**config.mk**
```make
export PLATFORM = sky130hd
export DESIGN_NAME = gpio_pin_group_control
export DESIGN_NICKNAME = d
export VERILOG_FILES = /design/src/core/pin_sync.v /design/src/core/gpio_pin_group_control.v
export VERILOG_INCLUDE_DIRS = /design/src /design/src/core
export SDC_FILE = /design/constraint.sdc
export NUM_CORES = 1
export LEC_CHECK = 0
export BUFFER_PORTS_ARGS = -buffer_cell sky130_fd_sc_hd__buf_2
export CORE_MARGIN = 8
export CORE_UTILIZATION = 45
export DETAILED_ROUTE_END_ITERATION = 6
export GPL_TIMING_DRIVEN = 0
export PLACE_DENSITY = 0.68
export SYNTH_ARGS = -nofsm -noshare
export SYNTH_HDL_FRONTEND = slang
export SYNTH_SLANG_ARGS = --single-unit
```
**constraint.sdc**
```tcl
create_clock -name aclk -period 2.6 [get_ports aclk]
set_input_delay 0.13 -clock aclk [delete_from_list [all_inputs] [get_ports aclk]]
set_output_delay 0.13 -clock aclk [all_outputs]
set_load 0.02 [all_outputs]
```
**src/core/gpio_group_defines.vh**
```
// Behaviour
// - Eight pins, bit n is pin n
// - Direction bit enables driver, level bit drives
// - Input synchronised, readable in either direction
// - Reset: drivers off, input buffers on
// - Direction setter sets written one bits
// - Direction clearer clears written one bits
// - Direction toggler flips written one bits
// - Level setter sets written one bits
// - Level clearer clears written one bits
// - Level toggler or input write flips level
// - Buffer off freezes synchroniser and input bit
// - Group slew limit bit for all pins
// - Pin control n at offset 0x10 plus n
// - Polarity swap inverts readback and GPIO drive, not peripheral level
// - Polarity change makes an internal edge
// - Pull-up only while pin is input
// - Buffer off setting disables input buffer
// - Alias registers act exactly like originals
// - Enabled peripheral overrides pin, others GPIO
// - Sense condition sets flag, holds request
// - Level event is pin value or zero
`ifndef GPIO_GROUP_DEFINES_VH
`define GPIO_GROUP_DEFINES_VH

// ==================================================
// Register indices (byte address is four times index)
// ==================================================
`define IDX_DIR        5'h00
`define IDX_DIR_SET    5'h01
`define IDX_DIR_CLR    5'h02
`define IDX_DIR_TGL    5'h03
`define IDX_OUT        5'h04
`define IDX_OUT_SET    5'h05
`define IDX_OUT_CLR    5'h06
`define IDX_OUT_TGL    5'h07
`define IDX_IN         5'h08
`define IDX_FLAGS      5'h09
`define IDX_GRP_CTRL   5'h0A
`define IDX_PIN_CTRL0  5'h10
`define IDX_PIN_CTRL7  5'h17
`define IDX_ALIAS_DIR  5'h18
`define IDX_ALIAS_OUT  5'h19
`define IDX_ALIAS_IN   5'h1A
`define IDX_ALIAS_FLAG 5'h1B

// ==================================================
// Bus geometry
// ==================================================
`define ADDR_W         7
`define IDX_MSB        6
`define IDX_LSB        2
`define PIN_CNT        8

// ==================================================
// Field positions
// ==================================================
`define PC_INV         7
`define PC_PULL        3
`define PC_SENSE_HI    2
`define PC_SENSE_LO    0
`define GC_SLEW        0

// ==================================================
// Sense encodings
// ==================================================
`define SENSE_NONE     3'h0
`define SENSE_BOTH     3'h1
`define SENSE_RISE     3'h2
`define SENSE_FALL     3'h3
`define SENSE_OFF      3'h4
`define SENSE_LOW      3'h5

// ==================================================
// Values
// ==================================================
`define BYTE_ZERO      8'h00
`define BYTE_ONES      8'hFF
`define WORD_ZERO      32'h00000000
`define RESP_OKAY      2'h0
`define RESP_DECERR    2'h3

`endif

```
**src/core/pin_sync.v**
```verilog
`timescale 1ns/10ps
module pin_sync (
    input  wire aclk,
    input  wire aresetn,
    input  wire ce,
    input  wire en,
    input  wire pin,
    output wire level
);

    reg meta_r;
    reg level_r;

    // Both stages hold while disabled so the level stays frozen
    always @(posedge aclk) begin
        if (!aresetn) begin
            meta_r  <= 1'b0;
            level_r <= 1'b0;
        end else if (ce && en) begin
            meta_r  <= pin;
            level_r <= meta_r;
        end
    end

    assign level = level_r;

endmodule

```
**src/core/gpio_pin_group_control.v**
```verilog
`timescale 1ns/10ps
`include "gpio_group_defines.vh"
module gpio_pin_group_control (
    input  wire        aclk,
    input  wire        aresetn,
    input  wire        ce,
    input  wire [6:0]  s_axi_awaddr,
    input  wire [2:0]  s_axi_awprot,
    input  wire        s_axi_awvalid,
    output wire        s_axi_awready,
    input  wire [31:0] s_axi_wdata,
    input  wire [3:0]  s_axi_wstrb,
    input  wire        s_axi_wvalid,
    output wire        s_axi_wready,
    output wire [1:0]  s_axi_bresp,
    output wire        s_axi_bvalid,
    input  wire        s_axi_bready,
    input  wire [6:0]  s_axi_araddr,
    input  wire [2:0]  s_axi_arprot,
    input  wire        s_axi_arvalid,
    output wire        s_axi_arready,
    output wire [31:0] s_axi_rdata,
    output wire [1:0]  s_axi_rresp,
    output wire        s_axi_rvalid,
    input  wire        s_axi_rready,
    input  wire [7:0]  pad_in,
    output wire [7:0]  pad_out,
    output wire [7:0]  pad_oe_n,
    output wire [7:0]  pull_up_en,
    output wire [7:0]  in_buf_en,
    output wire        slew_limit,
    input  wire [7:0]  periph_override,
    input  wire [7:0]  periph_drive_en,
    input  wire [7:0]  periph_level,
    output wire [7:0]  pin_level_event,
    output wire        pin_irq
);

    // ==================================================
    // Address decoding
    // ==================================================
    function idx_known;
        input [4:0] idx;
        begin
            idx_known = (idx <= `IDX_GRP_CTRL) ||
                        ((idx >= `IDX_PIN_CTRL0) && (idx <= `IDX_ALIAS_FLAG));
        end
    endfunction

    // ==================================================
    // State
    // ==================================================
    reg        awready_r;
    reg        wready_r;
    reg        bvalid_r;
    reg [1:0]  bresp_r;
    reg        arready_r;
    reg        rvalid_r;
    reg [1:0]  rresp_r;
    reg [31:0] rdata_r;

    reg [7:0]  drive_enable_r;
    reg [7:0]  drive_level_r;
    reg        slew_limit_en_r;
    reg [7:0]  per_pin_control_r [0:7];
    reg [7:0]  pin_event_flags_r;
    reg [7:0]  prev_val_r;

    reg [7:0]  pad_out_r;
    reg [7:0]  pad_oe_n_r;
    reg [7:0]  pull_up_en_r;
    reg [7:0]  in_buf_en_r;
    reg        slew_limit_r;
    reg [7:0]  pin_level_event_r;
    reg        pin_irq_r;

    wire [7:0] in_raw;
    wire       wr_go;
    wire       wr_en;
    wire       rd_go;
    wire [4:0] widx;
    wire [4:0] ridx;
    wire [7:0] wb;

    reg  [7:0] buf_on;
    reg  [7:0] cur_val;
    reg  [7:0] inv_mask;
    reg  [7:0] sense_hit;
    reg  [7:0] eff_oe;
    reg  [7:0] eff_lvl;
    reg  [7:0] pull_req;
    reg  [7:0] flags_nxt;
    reg  [7:0] rd_byte;
    reg  [2:0] sense;
    integer    i;
    integer    k;

    assign widx  = s_axi_awaddr[`IDX_MSB:`IDX_LSB];
    assign ridx  = s_axi_araddr[`IDX_MSB:`IDX_LSB];
    assign wb    = s_axi_wdata[7:0];
    assign wr_go = awready_r & s_axi_awvalid & wready_r & s_axi_wvalid;
    // Only byte lane 0 carries data; a write without it changes nothing
    assign wr_en = wr_go & s_axi_wstrb[0] & idx_known(widx);
    assign rd_go = arready_r & s_axi_arvalid;

    // ==================================================
    // Input synchronisers
    // ==================================================
    genvar g;
    generate
        for (g = 0; g < `PIN_CNT; g = g + 1) begin : g_sync
            pin_sync u_sync (
                .aclk    (aclk),
                .aresetn (aresetn),
                .ce      (ce),
                .en      (buf_on[g]),
                .pin     (pad_in[g]),
                .level   (in_raw[g])
            );
        end
    endgenerate

    // ==================================================
    // Per-pin combinational logic
    // ==================================================
    always @* begin
        flags_nxt = pin_event_flags_r;
        for (i = 0; i < `PIN_CNT; i = i + 1) begin
            sense       = per_pin_control_r[i][`PC_SENSE_HI:`PC_SENSE_LO];
            inv_mask[i] = per_pin_control_r[i][`PC_INV];
            pull_req[i] = per_pin_control_r[i][`PC_PULL];
            buf_on[i]   = (sense != `SENSE_OFF);
            cur_val[i]  = in_raw[i] ^ inv_mask[i];
            case (sense)
                `SENSE_BOTH: sense_hit[i] = cur_val[i] ^ prev_val_r[i];
                `SENSE_RISE: sense_hit[i] = cur_val[i] & ~prev_val_r[i];
                `SENSE_FALL: sense_hit[i] = ~cur_val[i] & prev_val_r[i];
                `SENSE_LOW:  sense_hit[i] = ~cur_val[i];
                default:     sense_hit[i] = 1'b0;
            endcase
            eff_oe[i]   = periph_override[i] ? periph_drive_en[i] : drive_enable_r[i];
            eff_lvl[i]  = periph_override[i] ? periph_level[i] : (drive_level_r[i] ^ inv_mask[i]);
        end
        if (wr_en && ((widx == `IDX_FLAGS) || (widx == `IDX_ALIAS_FLAG))) begin
            flags_nxt = flags_nxt & ~wb;
        end
        flags_nxt = flags_nxt | sense_hit;
    end

    // ==================================================
    // Read data decode
    // ==================================================
    always @* begin
        rd_byte = `BYTE_ZERO;
        if ((ridx == `IDX_DIR) || (ridx == `IDX_ALIAS_DIR)) begin
            rd_byte = drive_enable_r;
        end else if ((ridx == `IDX_OUT) || (ridx == `IDX_ALIAS_OUT)) begin
            rd_byte = drive_level_r;
        end else if ((ridx == `IDX_IN) || (ridx == `IDX_ALIAS_IN)) begin
            rd_byte = cur_val;
        end else if ((ridx == `IDX_FLAGS) || (ridx == `IDX_ALIAS_FLAG)) begin
            rd_byte = pin_event_flags_r;
        end else if (ridx == `IDX_GRP_CTRL) begin
            rd_byte = {7'h00, slew_limit_en_r};
        end else if ((ridx >= `IDX_PIN_CTRL0) && (ridx <= `IDX_PIN_CTRL7)) begin
            rd_byte = per_pin_control_r[ridx[2:0]];
        end
    end

    // ==================================================
    // AXI4-Lite handshakes
    // ==================================================
    // Address and data are taken together; trading a cycle for simplicity
    always @(posedge aclk) begin
        if (!aresetn) begin
            awready_r <= 1'b0;
            wready_r  <= 1'b0;
            bvalid_r  <= 1'b0;
            bresp_r   <= `RESP_OKAY;
        end else if (ce) begin
            if (!awready_r && s_axi_awvalid && s_axi_wvalid && !bvalid_r) begin
                awready_r <= 1'b1;
                wready_r  <= 1'b1;
            end else begin
                awready_r <= 1'b0;
                wready_r  <= 1'b0;
            end
            if (wr_go) begin
                bvalid_r <= 1'b1;
                bresp_r  <= idx_known(widx) ? `RESP_OKAY : `RESP_DECERR;
            end else if (s_axi_bready) begin
                bvalid_r <= 1'b0;
            end
        end
    end

    always @(posedge aclk) begin
        if (!aresetn) begin
            arready_r <= 1'b0;
            rvalid_r  <= 1'b0;
            rresp_r   <= `RESP_OKAY;
            rdata_r   <= `WORD_ZERO;
        end else if (ce) begin
            arready_r <= !arready_r && s_axi_arvalid && !rvalid_r;
            if (rd_go) begin
                rvalid_r <= 1'b1;
                rresp_r  <= idx_known(ridx) ? `RESP_OKAY : `RESP_DECERR;
                rdata_r  <= {24'h000000, rd_byte};
            end else if (s_axi_rready) begin
                rvalid_r <= 1'b0;
            end
        end
    end

    // ==================================================
    // Direction register
    // ==================================================
    always @(posedge aclk) begin
        if (!aresetn) begin
            drive_enable_r <= `BYTE_ZERO;
        end else if (ce && wr_en) begin
            if ((widx == `IDX_DIR) || (widx == `IDX_ALIAS_DIR)) begin
                drive_enable_r <= wb;
            end else if (widx == `IDX_DIR_SET) begin
                drive_enable_r <= drive_enable_r | wb;
            end else if (widx == `IDX_DIR_CLR) begin
                drive_enable_r <= drive_enable_r & ~wb;
            end else if (widx == `IDX_DIR_TGL) begin
                drive_enable_r <= drive_enable_r ^ wb;
            end
        end
    end

    // ==================================================
    // Drive level register
    // ==================================================
    always @(posedge aclk) begin
        if (!aresetn) begin
            drive_level_r <= `BYTE_ZERO;
        end else if (ce && wr_en) begin
            if ((widx == `IDX_OUT) || (widx == `IDX_ALIAS_OUT)) begin
                drive_level_r <= wb;
            end else if (widx == `IDX_OUT_SET) begin
                drive_level_r <= drive_level_r | wb;
            end else if (widx == `IDX_OUT_CLR) begin
                drive_level_r <= drive_level_r & ~wb;
            end else if ((widx == `IDX_OUT_TGL) || (widx == `IDX_IN) || (widx == `IDX_ALIAS_IN)) begin
                drive_level_r <= drive_level_r ^ wb;
            end
        end
    end

    // ==================================================
    // Group and pin control
    // ==================================================
    always @(posedge aclk) begin
        if (!aresetn) begin
            slew_limit_en_r <= 1'b0;
            for (k = 0; k < `PIN_CNT; k = k + 1) begin
                per_pin_control_r[k] <= `BYTE_ZERO;
            end
        end else if (ce && wr_en) begin
            if (widx == `IDX_GRP_CTRL) begin
                slew_limit_en_r <= wb[`GC_SLEW];
            end else if ((widx >= `IDX_PIN_CTRL0) && (widx <= `IDX_PIN_CTRL7)) begin
                per_pin_control_r[widx[2:0]] <= wb;
            end
        end
    end

    // ==================================================
    // Event flags and edge history
    // ==================================================
    always @(posedge aclk) begin
        if (!aresetn) begin
            pin_event_flags_r <= `BYTE_ZERO;
            prev_val_r        <= `BYTE_ZERO;
        end else if (ce) begin
            pin_event_flags_r <= flags_nxt;
            prev_val_r        <= cur_val;
        end
    end

    // ==================================================
    // Pad and event outputs
    // ==================================================
    // One cycle of latency on every pad control keeps outputs glitch free
    always @(posedge aclk) begin
        if (!aresetn) begin
            pad_out_r         <= `BYTE_ZERO;
            pad_oe_n_r        <= `BYTE_ONES;
            pull_up_en_r      <= `BYTE_ZERO;
            in_buf_en_r       <= `BYTE_ONES;
            slew_limit_r      <= 1'b0;
            pin_level_event_r <= `BYTE_ZERO;
            pin_irq_r         <= 1'b0;
        end else if (ce) begin
            pad_out_r         <= eff_lvl;
            pad_oe_n_r        <= ~eff_oe;
            pull_up_en_r      <= pull_req & ~eff_oe;
            in_buf_en_r       <= buf_on;
            slew_limit_r      <= slew_limit_en_r;
            pin_level_event_r <= cur_val & buf_on;
            pin_irq_r         <= |flags_nxt;
        end
    end

    assign s_axi_awready   = awready_r;
    assign s_axi_wready    = wready_r;
    assign s_axi_bvalid    = bvalid_r;
    assign s_axi_bresp     = bresp_r;
    assign s_axi_arready   = arready_r;
    assign s_axi_rvalid    = rvalid_r;
    assign s_axi_rresp     = rresp_r;
    assign s_axi_rdata     = rdata_r;
    assign pad_out         = pad_out_r;
    assign pad_oe_n        = pad_oe_n_r;
    assign pull_up_en      = pull_up_en_r;
    assign in_buf_en       = in_buf_en_r;
    assign slew_limit      = slew_limit_r;
    assign pin_level_event = pin_level_event_r;
    assign pin_irq         = pin_irq_r;

endmodule

```
==> flow_metrics.env, run 1 <==
export IMPL_avgViaCountPerCell=5.71
export IMPL_synth_ff_type="dfxtp_1"
export IMPL_wl_mm=30.7
export IMPL_synth_top_cell_by_area="dfxtp_1"
export IMPL_final_max_slew_viol_count=0
export IMPL_pin_count=179
export IMPL_synth_most_common_cell="nand2_1"
export IMPL_fin_util_pct=53.7
export IMPL_status="finished with violations"
export IMPL_synthArstFlopShare_pct=0
export IMPL_p_sw_share_pct=27.1
export IMPL_whs_ns=0.0346
export IMPL_worstMarginPinSlew_ns=1.15
export IMPL_fin_ws_ns=-0.0369
export IMPL_first_pass_iters=6
export IMPL_rsz0062_at_grt="true"
export IMPL_dieArea_mm2=0.0259
export IMPL_fin_crit_sh_pct=101
export IMPL_htree_levels=4
export IMPL_ys_ff_latch=169
export IMPL_syn_inst=967
export IMPL_cp_required_ns=2.90
export IMPL_cts_made_buffers=17
export IMPL_start_util_pct=45.3
export IMPL_core_mm2=0.0208
export IMPL_drv_cap=0
export IMPL_port_buffers=107
export IMPL_grt_antenna_before_repair=2
export IMPL_hpwl_mm=23.1
export IMPL_areaGrowthSynthToFinish_pct=18.6
export IMPL_slew_headroom_pct=23.1
export IMPL_wl_per_cell_um=21.7
export IMPL_grt_max_degree=17
export IMPL_vdd_ir_drop_worst_mv=0.301
export IMPL_ant_nets=0
export IMPL_fp_row_count=53
export IMPL_synth_edf_count=64
export IMPL_p_comb_share_pct=13.1
export IMPL_die_w_um=161
export IMPL_clkTransAtPathRegs_ns=0.07
export IMPL_seq_area_frac_synth_pct=42.6
export IMPL_finalCriticalPeriod_ns=2.64
export IMPL_synthTopCellsByCount="nand2_1 (106), dfxtp_1 (105), nor3_1 (74)"
export IMPL_grt_ovfl_total=0
export IMPL_yosysWarningCount=0
export IMPL_largest_register_ffs=64
export IMPL_clk_latency_ns=0.44
export IMPL_setup_viol=1
export IMPL_fmax_mhz=379
export IMPL_gr_usage_all_layers_pct=23.2
export IMPL_setup_worst_path_class="reg2reg"
export IMPL_setup_tns_final_ns=-0.0369
export IMPL_nFillCells=1908
export IMPL_violations="negative setup slack"
export IMPL_p_clk_share_pct=41.7
export IMPL_die_h_um=161
export IMPL_place_congestion=0.960
export IMPL_clockBufferDepth=2
export IMPL_path_max_fanout=5
export IMPL_internal_power_mw=4.70
export IMPL_avgSynthCellArea_um2=9.76
export IMPL_worstPathArrival_ns=2.93
export IMPL_hold_viol_final=0
export IMPL_first_iter_violations=697
export IMPL_skew_ns=0.0135
export IMPL_p_switching_mw=1.75
export IMPL_synth_distinct_cells=78
export IMPL_p_per_area_mw_per_mm2=576
export IMPL_post_route_cell_area_mm2=0.0112
export IMPL_final_layout_size_suffix_gt1_share_pct=20.5
export IMPL_dr_total_vias=8069
export IMPL_holdCritPathClass="in2reg"
export IMPL_seqPwrFrac_pct=45.1
export IMPL_grt_pass1_wl_mm=46.3
export IMPL_leakagePower_nw=4.63
export IMPL_netlist_area_mm2=0.00944
export IMPL_grt_pass1_vias=7741
export IMPL_cts_tree="done"
export IMPL_drcViolationCount=0
export IMPL_dpl_cell_area_mm2=0.0104
export IMPL_yosys_top_cells_area="dfxtp_1 (22%), edfxtp_1 (20%), mux2i_1 (6.8%), ha_1 (6.4%), nand2_1 (4.2%)"
export IMPL_synth_top_cell_area_share_pct=22.3
export IMPL_cts_root_buf="clkbuf_16"
export IMPL_cp_start_kind="flip-flop"
export IMPL_nNetsFinal=1270
export IMPL_clkSinkCount=169
export IMPL_worst_setup_path_end_kind="flip-flop"
export IMPL_pre_cts_slack_ns=-0.560
export IMPL_largest_register="per_pin_control_r"
export IMPL_n_antenna_cell=0
power by group through the flow:
stage	registers [mW]	clock network [mW]	logic, mW
floorplan	2.98	0	0.514
global placement	2.96	0	0.804
detailed placement	2.97	0	0.817
CTS	2.91	2.69	0.834
global route	2.92	2.80	0.916
finish	2.91	2.69	0.848
kinds of logic after synthesis:
logic type | share of synthesized area [%]
simple gates | 18.8
fa+ha+maj | 6.36
other cells | 0.0397
compound gates | 12.5
flops | 42.6
mux | 11.2
buf+inv | 6.68
xor+xnor | 1.75
worst paths after layout:
check / endpoint / slack, ns / startpoint / cells after the start
hold / removal: s_axi_rvalid / 0.03 / s_axi_rready / 4
setup reg to reg: pin_irq / -0.04 / per_pin_control_r[6][7] / 9
hold reg to reg: in_buf_en[7] / 0.47 / in_buf_en[7] / 2
setup / recovery: pin_irq / -0.04 / per_pin_control_r[6][7] / 9
layout by cell type, fill, tap and decap left out, drive strengths merged, types with 3 or more instances in the layout:
cell and instances:
o21a 5, clkinv 6, clkbuf 49, o21ai 56, a2111oi 3, ha 48
nor3b 9, a21boi 14, nor4b 10, o221ai 7, a21oi 44, edfxtp 64
nand2 106, nand2b 9, a221oi 7, dfxtp 105, a22oi 3, nand4b 4
nor3 74, nor2 30, o211a 8, conb 24, and2 12, o2bb2ai 7
mux4 16, a22o 7, buf 161, nor4 4, nand4 3, nand3 32
nor2b 38, mux2i 64, bufinv 4, dlygate4sd3 9, xnor2 16, inv 47
mux2 5
timing repair:
item / 4_1_cts / 5_1_grt
resized for setup: 6 / 9
endpoints found under the setup margin: 17 / 57
buffers inserted: 0 / 1
hold endpoints to repair: 9 / 0
hold buffers: 9 / 0
through the flow:
stage / power [mW] / instances
after floorplan: 3.49 / 990
after global placement: 3.77 / 1372
after detailed placement: 3.78 / 1372
after CTS: 6.44 / 1413
after global routing: 6.64 / 1414
final: 6.45 / 1414
area by class of cell:
type	instances	area, um2	share of cell area, %
timing repair buffer	117	633	5.66
multi-input combinational	693	4930	44.1
sequential	169	4020	36.0
buffer	84	447	3.99
clock buffer	18	450	4.03
clock inverter	14	174	1.55
inverter	44	184	1.64
tap	275	344	3.07
critical path, stage by stage, from the launching register on:
cell and delay (ns):
edfxtp_1 0.50, xnor2_4 0.27, inv_1 0.09, ha_1 0.19, mux2_1 0.27, a21oi_1 0.20
a2bb2oi_2 0.27, o211ai_1 0.20, a2111oi_2 0.36, a31oi_1 0.13
per-layer routing:
layer,vias to the layer above,GRT usage (%),wire length [um]
met2,373,37.5,14100
met4,4,9.39,1040
li1,3746,-,-
met3,76,5.09,2500
met1,3870,29.7,13000
met5,-,0,23
Note: power is estimated with default switching activity, not from simulation.
==> inputs of run 2 (changes only) <==
--- a/config.mk
+++ b/config.mk
@@ -6,9 +6,11 @@
 export SDC_FILE = /design/constraint.sdc
 export NUM_CORES = 1
 export LEC_CHECK = 0
+export ABC_AREA = 1
 export BUFFER_PORTS_ARGS = -buffer_cell sky130_fd_sc_hd__buf_2
 export CORE_MARGIN = 8
 export CORE_UTILIZATION = 45
+export CTS_BUF_LIST = sky130_fd_sc_hd__clkbuf_16
 export DETAILED_ROUTE_END_ITERATION = 6
 export GPL_TIMING_DRIVEN = 0
 export PLACE_DENSITY = 0.68
==> run 2 against run 1 <==
The run now ends clean. Sequential power about the same. Non-clock buffer count up 6. Power down 2.1%. Highest routed layer is now met4. Clock skew up 0.0031 ns. Combinational power up 7.3%. Largest cell class unchanged. Global-route usage up 0.89 points.
==> flow_metrics.env, run 2 <==
export IMPL_cp_num_buf_inv=1
export IMPL_die_w_um=160
export IMPL_cts_tree="done"
export IMPL_pin_count=179
export IMPL_first_iter_violations=940
export IMPL_layout_common_cells="nand2_1 (260), nor2_1 (161), inv_1 (147)"
export IMPL_grt_pass1_wl_mm=48.0
export IMPL_cp_start_kind="primary input"
export IMPL_hold_viol_final=0
export IMPL_instances_no_fill=1705
export IMPL_netlist_area_mm2=0.00932
export IMPL_holdCritPathClass="in2reg"
export IMPL_rsz0062_at_grt="false"
export IMPL_synthArstFlopShare_pct=0
export IMPL_hpwl_mm=24.1
export IMPL_nNetsFinal=1566
export IMPL_p_clk_share_pct=39.0
export IMPL_seq_area_frac_synth_pct=43.2
export IMPL_yosys_top_cells_area="dfxtp_1 (23%), edfxtp_1 (21%), nand2_1 (10%), a21oi_1 (6.8%), nor2_1 (6.5%)"
export IMPL_grt_ovfl_total=0
export IMPL_vdd_ir_drop_worst_mv=0.475
export IMPL_setup_tns_final_ns=0
export IMPL_dpl_cell_area_mm2=0.0103
export IMPL_largest_register_ffs=64
export IMPL_place_congestion=0.985
export IMPL_r2r_end="per_pin_control_r[0][5]"
export IMPL_areaGrowthSynthToFinish_pct=18.6
export IMPL_m1WireLength_mm=13.2
export IMPL_path_max_fanout=10
export IMPL_total_power_mw=6.31
export IMPL_drcViolationCount=0
export IMPL_post_cts_setup_buffer_count=0
export IMPL_setup_worst_path_class="in2reg"
export IMPL_wl_per_cell_um=18.4
export IMPL_ant_nets=0
export IMPL_crit_family="simple AND/OR/NAND/NOR gates"
export IMPL_worstReg2RegStart="s_axi_wready"
export IMPL_cp_slowest_cell="nand2_1"
export IMPL_core_mm2=0.0203
export IMPL_worstMarginPinSlew_ns=0.868
export IMPL_skew_ns=0.0165
export IMPL_port_buffers=112
export IMPL_path_cells="buf_2 > nor2_1 > nand3_1 > nand2_2 > nand2_2 > nor2_2 > nand3_1 > nor2_4 > nand3_2 > nand2_1"
export IMPL_die_h_um=160
export IMPL_seqPwrFrac_pct=46.6
export IMPL_p_comb_share_pct=14.4
export IMPL_cts_made_buffers=17
export IMPL_clkTransAtPathRegs_ns=0.06
export IMPL_yosysWarningCount=0
export IMPL_worst_setup_path_end_kind="flip-flop"
export IMPL_gr_usage_all_layers_pct=24.1
export IMPL_avgViaCountPerCell=5.36
export IMPL_synth_distinct_cells=36
export IMPL_n_antenna_cell=0
export IMPL_crit_end="per_pin_control_r[0][5]"
export IMPL_final_max_slew_viol_count=0
export IMPL_worstPathArrival_ns=2.51
export IMPL_htree_levels=4
export IMPL_synth_top_cell_by_area="dfxtp_1"
export IMPL_grt_pass1_vias=8532
export IMPL_finalCriticalPeriod_ns=2.42
export IMPL_fin_crit_sh_pct=93.2
export IMPL_clkSinkCount=169
export IMPL_start_util_pct=45.9
export IMPL_fmax_mhz=413
export IMPL_cp_required_ns=2.69
export IMPL_synth_ff_type="dfxtp_1"
export IMPL_synth_top_cell_area_share_pct=22.6
export IMPL_cts_root_buf="clkbuf_16"
export IMPL_slew_headroom_pct=41.7
export IMPL_setup_viol=0
export IMPL_grt_max_degree=17
export IMPL_leakagePower_nw=5.09
export IMPL_avgSynthCellArea_um2=7.45
export IMPL_p_per_area_mw_per_mm2=571
export IMPL_syn_inst=1250
export IMPL_synth_most_common_cell="nand2_1"
export IMPL_final_layout_size_suffix_gt1_share_pct=13.8
export IMPL_route_met3_wl_mm=2.74
export IMPL_final_common_cell="nand2_1"
export IMPL_startpoint="s_axi_awaddr[4]"
export IMPL_internal_power_mw=4.49
export IMPL_nFillCells=1982
export IMPL_cpPeakStageDelay_ns=0.41
export IMPL_clk_latency_ns=0.45
export IMPL_crit_cells=10
export IMPL_largest_register="per_pin_control_r"
export IMPL_first_pass_iters=6
export IMPL_dr_total_vias=9145
export IMPL_placedCellCount=1655
export IMPL_wl_met2_mm=14.2
export IMPL_synthTopCellsByCount="nand2_1 (260), nor2_1 (161), inv_1 (147)"
export IMPL_synth_edf_count=64
export IMPL_wl_mm=31.3
export IMPL_ys_ff_latch=169
export IMPL_p_switching_mw=1.83
export IMPL_post_route_cell_area_mm2=0.0111
export IMPL_p_sw_share_pct=28.9
export IMPL_clockBufferDepth=2
export IMPL_drv_cap=0
export IMPL_reg2reg_depth=6
export IMPL_grt_antenna_before_repair=0
export IMPL_fp_row_count=52
export IMPL_r2r_slack_ns=0.18
export IMPL_dieArea_mm2=0.0256
export IMPL_status="finished clean"
export IMPL_routed_top_layer="met4"
-- run 2: metal layers --
layer / vias up / GRT usage, %
met3: 75 / 5.91
met4: 0 / 10.6
met5: - / 0
met1: 4217 / 30.3
met2: 445 / 38.7
li1: 4408 / -
-- run 2: kinds of logic (layout without fill, tap and decap cells) --
logic type | Yosys count | count (layout) | synth area share [%]
compound gates | 267 | 267 | 15.3
xor+xnor | 9 | 9 | 0.846
fa+ha+maj | 48 | 48 | 6.45
buf+inv | 229 | 391 | 10.4
flops | 169 | 169 | 43.2
other cells | 1 | 24 | 0.0403
simple gates | 527 | 527 | 23.8
-- run 2: worst register-to-register path, stage by stage (launching register included) --
cell	delay, ns
dfxtp_1	0.41
nand3_1	0.17
nor2_2	0.37
nand3_1	0.26
nor2_4	0.21
nand3_2	0.24
nand2_1	0.42
-- run 2: how the worst min path moves through the flow --
stage,from,depth (start not counted),to
2_1_floorplan,pad_in[0],2,g_sync[0].u_sync.meta_r
3_5_place_dp,pad_in[1],3,g_sync[1].u_sync.meta_r
4_1_cts,periph_level[5],3,pad_out[5]
3_3_place_gp,pad_in[6],3,g_sync[6].u_sync.meta_r
6_report,periph_level[5],3,pad_out[5]
5_1_grt,periph_level[5],3,pad_out[5]
-- run 2: timing repair --
action,4_1_cts,5_1_grt
endpoints found under the hold margin,18,0
hold buffers,18,0
gates resized for setup,0,1
setup endpoints to repair,0,1
-- run 2: power by group through the flow --
stage	Clock, mW	Sequential [mW]	Combinational (mW)
after floorplan	0	3.02	0.524
after global placement	0	2.99	0.858
after detailed placement	0	2.99	0.870
after CTS	2.47	2.94	0.897
after global routing	2.58	2.95	1.00
final	2.46	2.94	0.910
-- run 2: layout make-up --
type,instances,area (um2),share of cell area (%)
multi-input cells,875,4420,40.0
flip-flops and latches,169,4020,36.4
repair buffers,130,741,6.70
inverters,152,571,5.16
clock buffers,19,475,4.30
plain buffers,77,398,3.60
well taps,270,338,3.06
clock inverters,13,87.6,0.792
-- run 2: through the flow --
stage          setup WS, ns  util (%)  hold slack [ns]
2_1_floorplan         0.605         -            0.265
3_3_place_gp         -0.141      50.7            0.353
3_5_place_dp         -0.210      50.7            0.369
4_1_cts              0.0447      54.4          0.00453
5_1_grt              0.0102      54.4           0.0245
6_report              0.177      54.4           0.0154
==> inputs of run 3 (changes only) <==
--- a/config.mk
+++ b/config.mk
@@ -9,11 +9,11 @@
 export ABC_AREA = 1
 export BUFFER_PORTS_ARGS = -buffer_cell sky130_fd_sc_hd__buf_2
 export CORE_MARGIN = 8
-export CORE_UTILIZATION = 45
+export CORE_UTILIZATION = 56
 export CTS_BUF_LIST = sky130_fd_sc_hd__clkbuf_16
 export DETAILED_ROUTE_END_ITERATION = 6
 export GPL_TIMING_DRIVEN = 0
-export PLACE_DENSITY = 0.68
+export PLACE_DENSITY = 0.82
 export SYNTH_ARGS = -nofsm -noshare
 export SYNTH_HDL_FRONTEND = slang
 export SYNTH_SLANG_ARGS = --single-unit
==> run 3 against run 2 <==
The flow now finishes with violations (design-rule violations). Worst hold slack worse by 0.0062 ns. Utilization up 13 points. Register-to-register slack worse by 0.03 ns. Combinational power about the same. Maximum frequency down 1.0%. Final cell count down 2.8%. Power up 0.45%. First-iteration DRC count up 23%. Clock power up 2%.
==> flow_metrics.env, run 3 (synthesized netlist as in run 2, its figures left out) <==
export IMPL_post_route_cell_area_mm2=0.0110
export IMPL_cts_tree="done"
export IMPL_worstReg2RegStart="per_pin_control_r[0][7]"
export IMPL_final_layout_size_suffix_gt1_share_pct=14.1
export IMPL_layout_common_cells="nand2_1 (256), nor2_1 (161), inv_1 (147)"
export IMPL_met2_usage_pct=45.9
export IMPL_r2r_end="pin_irq"
export IMPL_cp_num_buf_inv=1
export IMPL_cpPeakStageDelay_ns=0.54
export IMPL_clockBufferDepth=2
export IMPL_finalCriticalPeriod_ns=2.45
export IMPL_grt_pass1_vias=8547
export IMPL_leakagePower_nw=5.09
export IMPL_grt_ovfl_total=0
export IMPL_worstMarginPinSlew_ns=0.839
export IMPL_ant_nets=0
export IMPL_die_w_um=145
export IMPL_p_per_area_mw_per_mm2=575
export IMPL_grt_max_degree=19
export IMPL_instances_no_fill=1657
export IMPL_cts_made_buffers=17
export IMPL_fin_crit_sh_pct=94.1
export IMPL_cp_start_kind="flip-flop"
export IMPL_n_antenna_cell=0
export IMPL_placedCellCount=1605
export IMPL_crit_top_cell="nor2_1"
export IMPL_drcViolationCount=2
export IMPL_worstPathArrival_ns=2.78
export IMPL_fin_util_pct=67.2
export IMPL_vdd_ir_drop_worst_mv=0.530
export IMPL_setup_worst_path_class="reg2reg"
export IMPL_hold_start="periph_override[7]"
export IMPL_core_mm2=0.0164
export IMPL_reg2reg_depth=12
export IMPL_cts_root_buf="clkbuf_16"
export IMPL_place_congestion=1.00
export IMPL_areaGrowthSynthToFinish_pct=18.4
export IMPL_dr_total_vias=9311
export IMPL_final_max_slew_viol_count=0
export IMPL_htree_levels=4
export IMPL_fp_row_count=47
export IMPL_hold_viol_final=0
export IMPL_wl_mm=30.2
export IMPL_first_iter_violations=1155
export IMPL_r2r_slack_ns=0.15
export IMPL_status="finished with violations"
export IMPL_path_max_fanout=5
export IMPL_setup_viol=0
export IMPL_clk_latency_ns=0.44
export IMPL_holdCritPathClass="in2reg"
export IMPL_met1_usage_pct=34.4
export IMPL_nNetsFinal=1568
export IMPL_whs_ns=0.00927
export IMPL_pin_count=179
export IMPL_grt_pass1_wl_mm=47.0
export IMPL_first_pass_iters=7
export IMPL_largest_register_ffs=64
export IMPL_skew_ns=0.0116
export IMPL_top_usage_layer="met2"
export IMPL_total_power_mw=6.34
export IMPL_worst_hold_path_endpoint="pad_out[7]"
export IMPL_clkTransAtPathRegs_ns=0.07
export IMPL_hpwl_mm=22.8
export IMPL_violations="design-rule violations"
export IMPL_post_cts_setup_buffer_count=0
export IMPL_drv_cap=0
export IMPL_slew_headroom_pct=43.6
export IMPL_largest_register="per_pin_control_r"
export IMPL_hold_path_depth=4
export IMPL_grt_util_met3_pct=6.81
export IMPL_avgViaCountPerCell=5.62
export IMPL_gr_usage_all_layers_pct=28.2
export IMPL_path_cells="xnor2_1 > inv_1 > ha_1 > nor2_1 > nand2_1 > o21ai_0 > a21oi_1 > nand3_1 > nor2_1 > nand2_1 > nor2_1 > nor2_1"
export IMPL_crit_family="simple AND/OR/NAND/NOR gates"
export IMPL_clkSinkCount=169
export IMPL_rsz0062_at_grt="false"
export IMPL_fmax_mhz=409
export IMPL_worst_setup_path_end_kind="flip-flop"
export IMPL_die_h_um=145
export IMPL_start_util_pct=56.8
export IMPL_final_common_cell="nand2_1"
export IMPL_cp_slowest_cell="xnor2_1"
export IMPL_dieArea_mm2=0.0210
export IMPL_grt_antenna_before_repair=0
export IMPL_dpl_cell_area_mm2=0.0102
export IMPL_port_buffers=112
export IMPL_wl_per_cell_um=18.2
export IMPL_cp_required_ns=2.94
export IMPL_nFillCells=1395
[run 3: routing by layer]
metal	routed length (um)	up-vias
li1	-	4412
met1	11600	4252
met2	13900	549
met3	3440	98
met4	1320	0
met5	0	-
[run 3: timing repair]
| item | CTS | global route |
|---|---|---|
| resized for setup | 0 | 4 |
| hold buffers | 20 | 0 |
| endpoints found under the setup margin | 0 | 30 |
| endpoints found under the hold margin | 20 | 0 |
[run 3: layout make-up]
type                    instances  area, um2  share of cell area (%)
plain buffers                  77        398                    3.61
clock buffers                  17        425                    3.86
clock inverters                15        153                    1.38
inverters                     152        571                    5.17
multi-input cells             875       4420                    40.1
flip-flops and latches        169       4020                    36.5
well taps                     220        275                    2.50
repair buffers                132        761                    6.90
[run 3: stage by stage]
stage               setup WS, ns  setup TNS [ns]
finish                     0.152               0
global route             0.00478               0
CTS                        0.143               0
detailed placement        -0.112           -5.54
global placement         -0.0841           -3.69
floorplan                  0.605               0
[run 3: worst max path at each step]
stage	start	endpoint	slack [ns]	cells after the start
floorplan	s_axi_awaddr[5]	per_pin_control_r[4][0]	0.61	10
global placement	s_axi_awaddr[4]	per_pin_control_r[2][7]	-0.08	10
detailed placement	s_axi_awaddr[4]	per_pin_control_r[1][2]	-0.11	10
CTS	per_pin_control_r[0][7]	pin_irq	0.14	12
global route	s_axi_awaddr[5]	per_pin_control_r[6][7]	0.005	11
finish	per_pin_control_r[0][7]	pin_irq	0.15	12
[run 3: tightest hold or removal path, delay by kind of cell]
| kind | cells | cell delay, ns |
|---|---|---|
| compound gates | 3 | 0.16 |
| buf+inv | 1 | 0.11 |
[run 3: power by group]
group / internal [mW] / switching (mW)
clock network: 1.28 / 1.22
logic: 0.296 / 0.612
registers: 2.85 / 0.0849
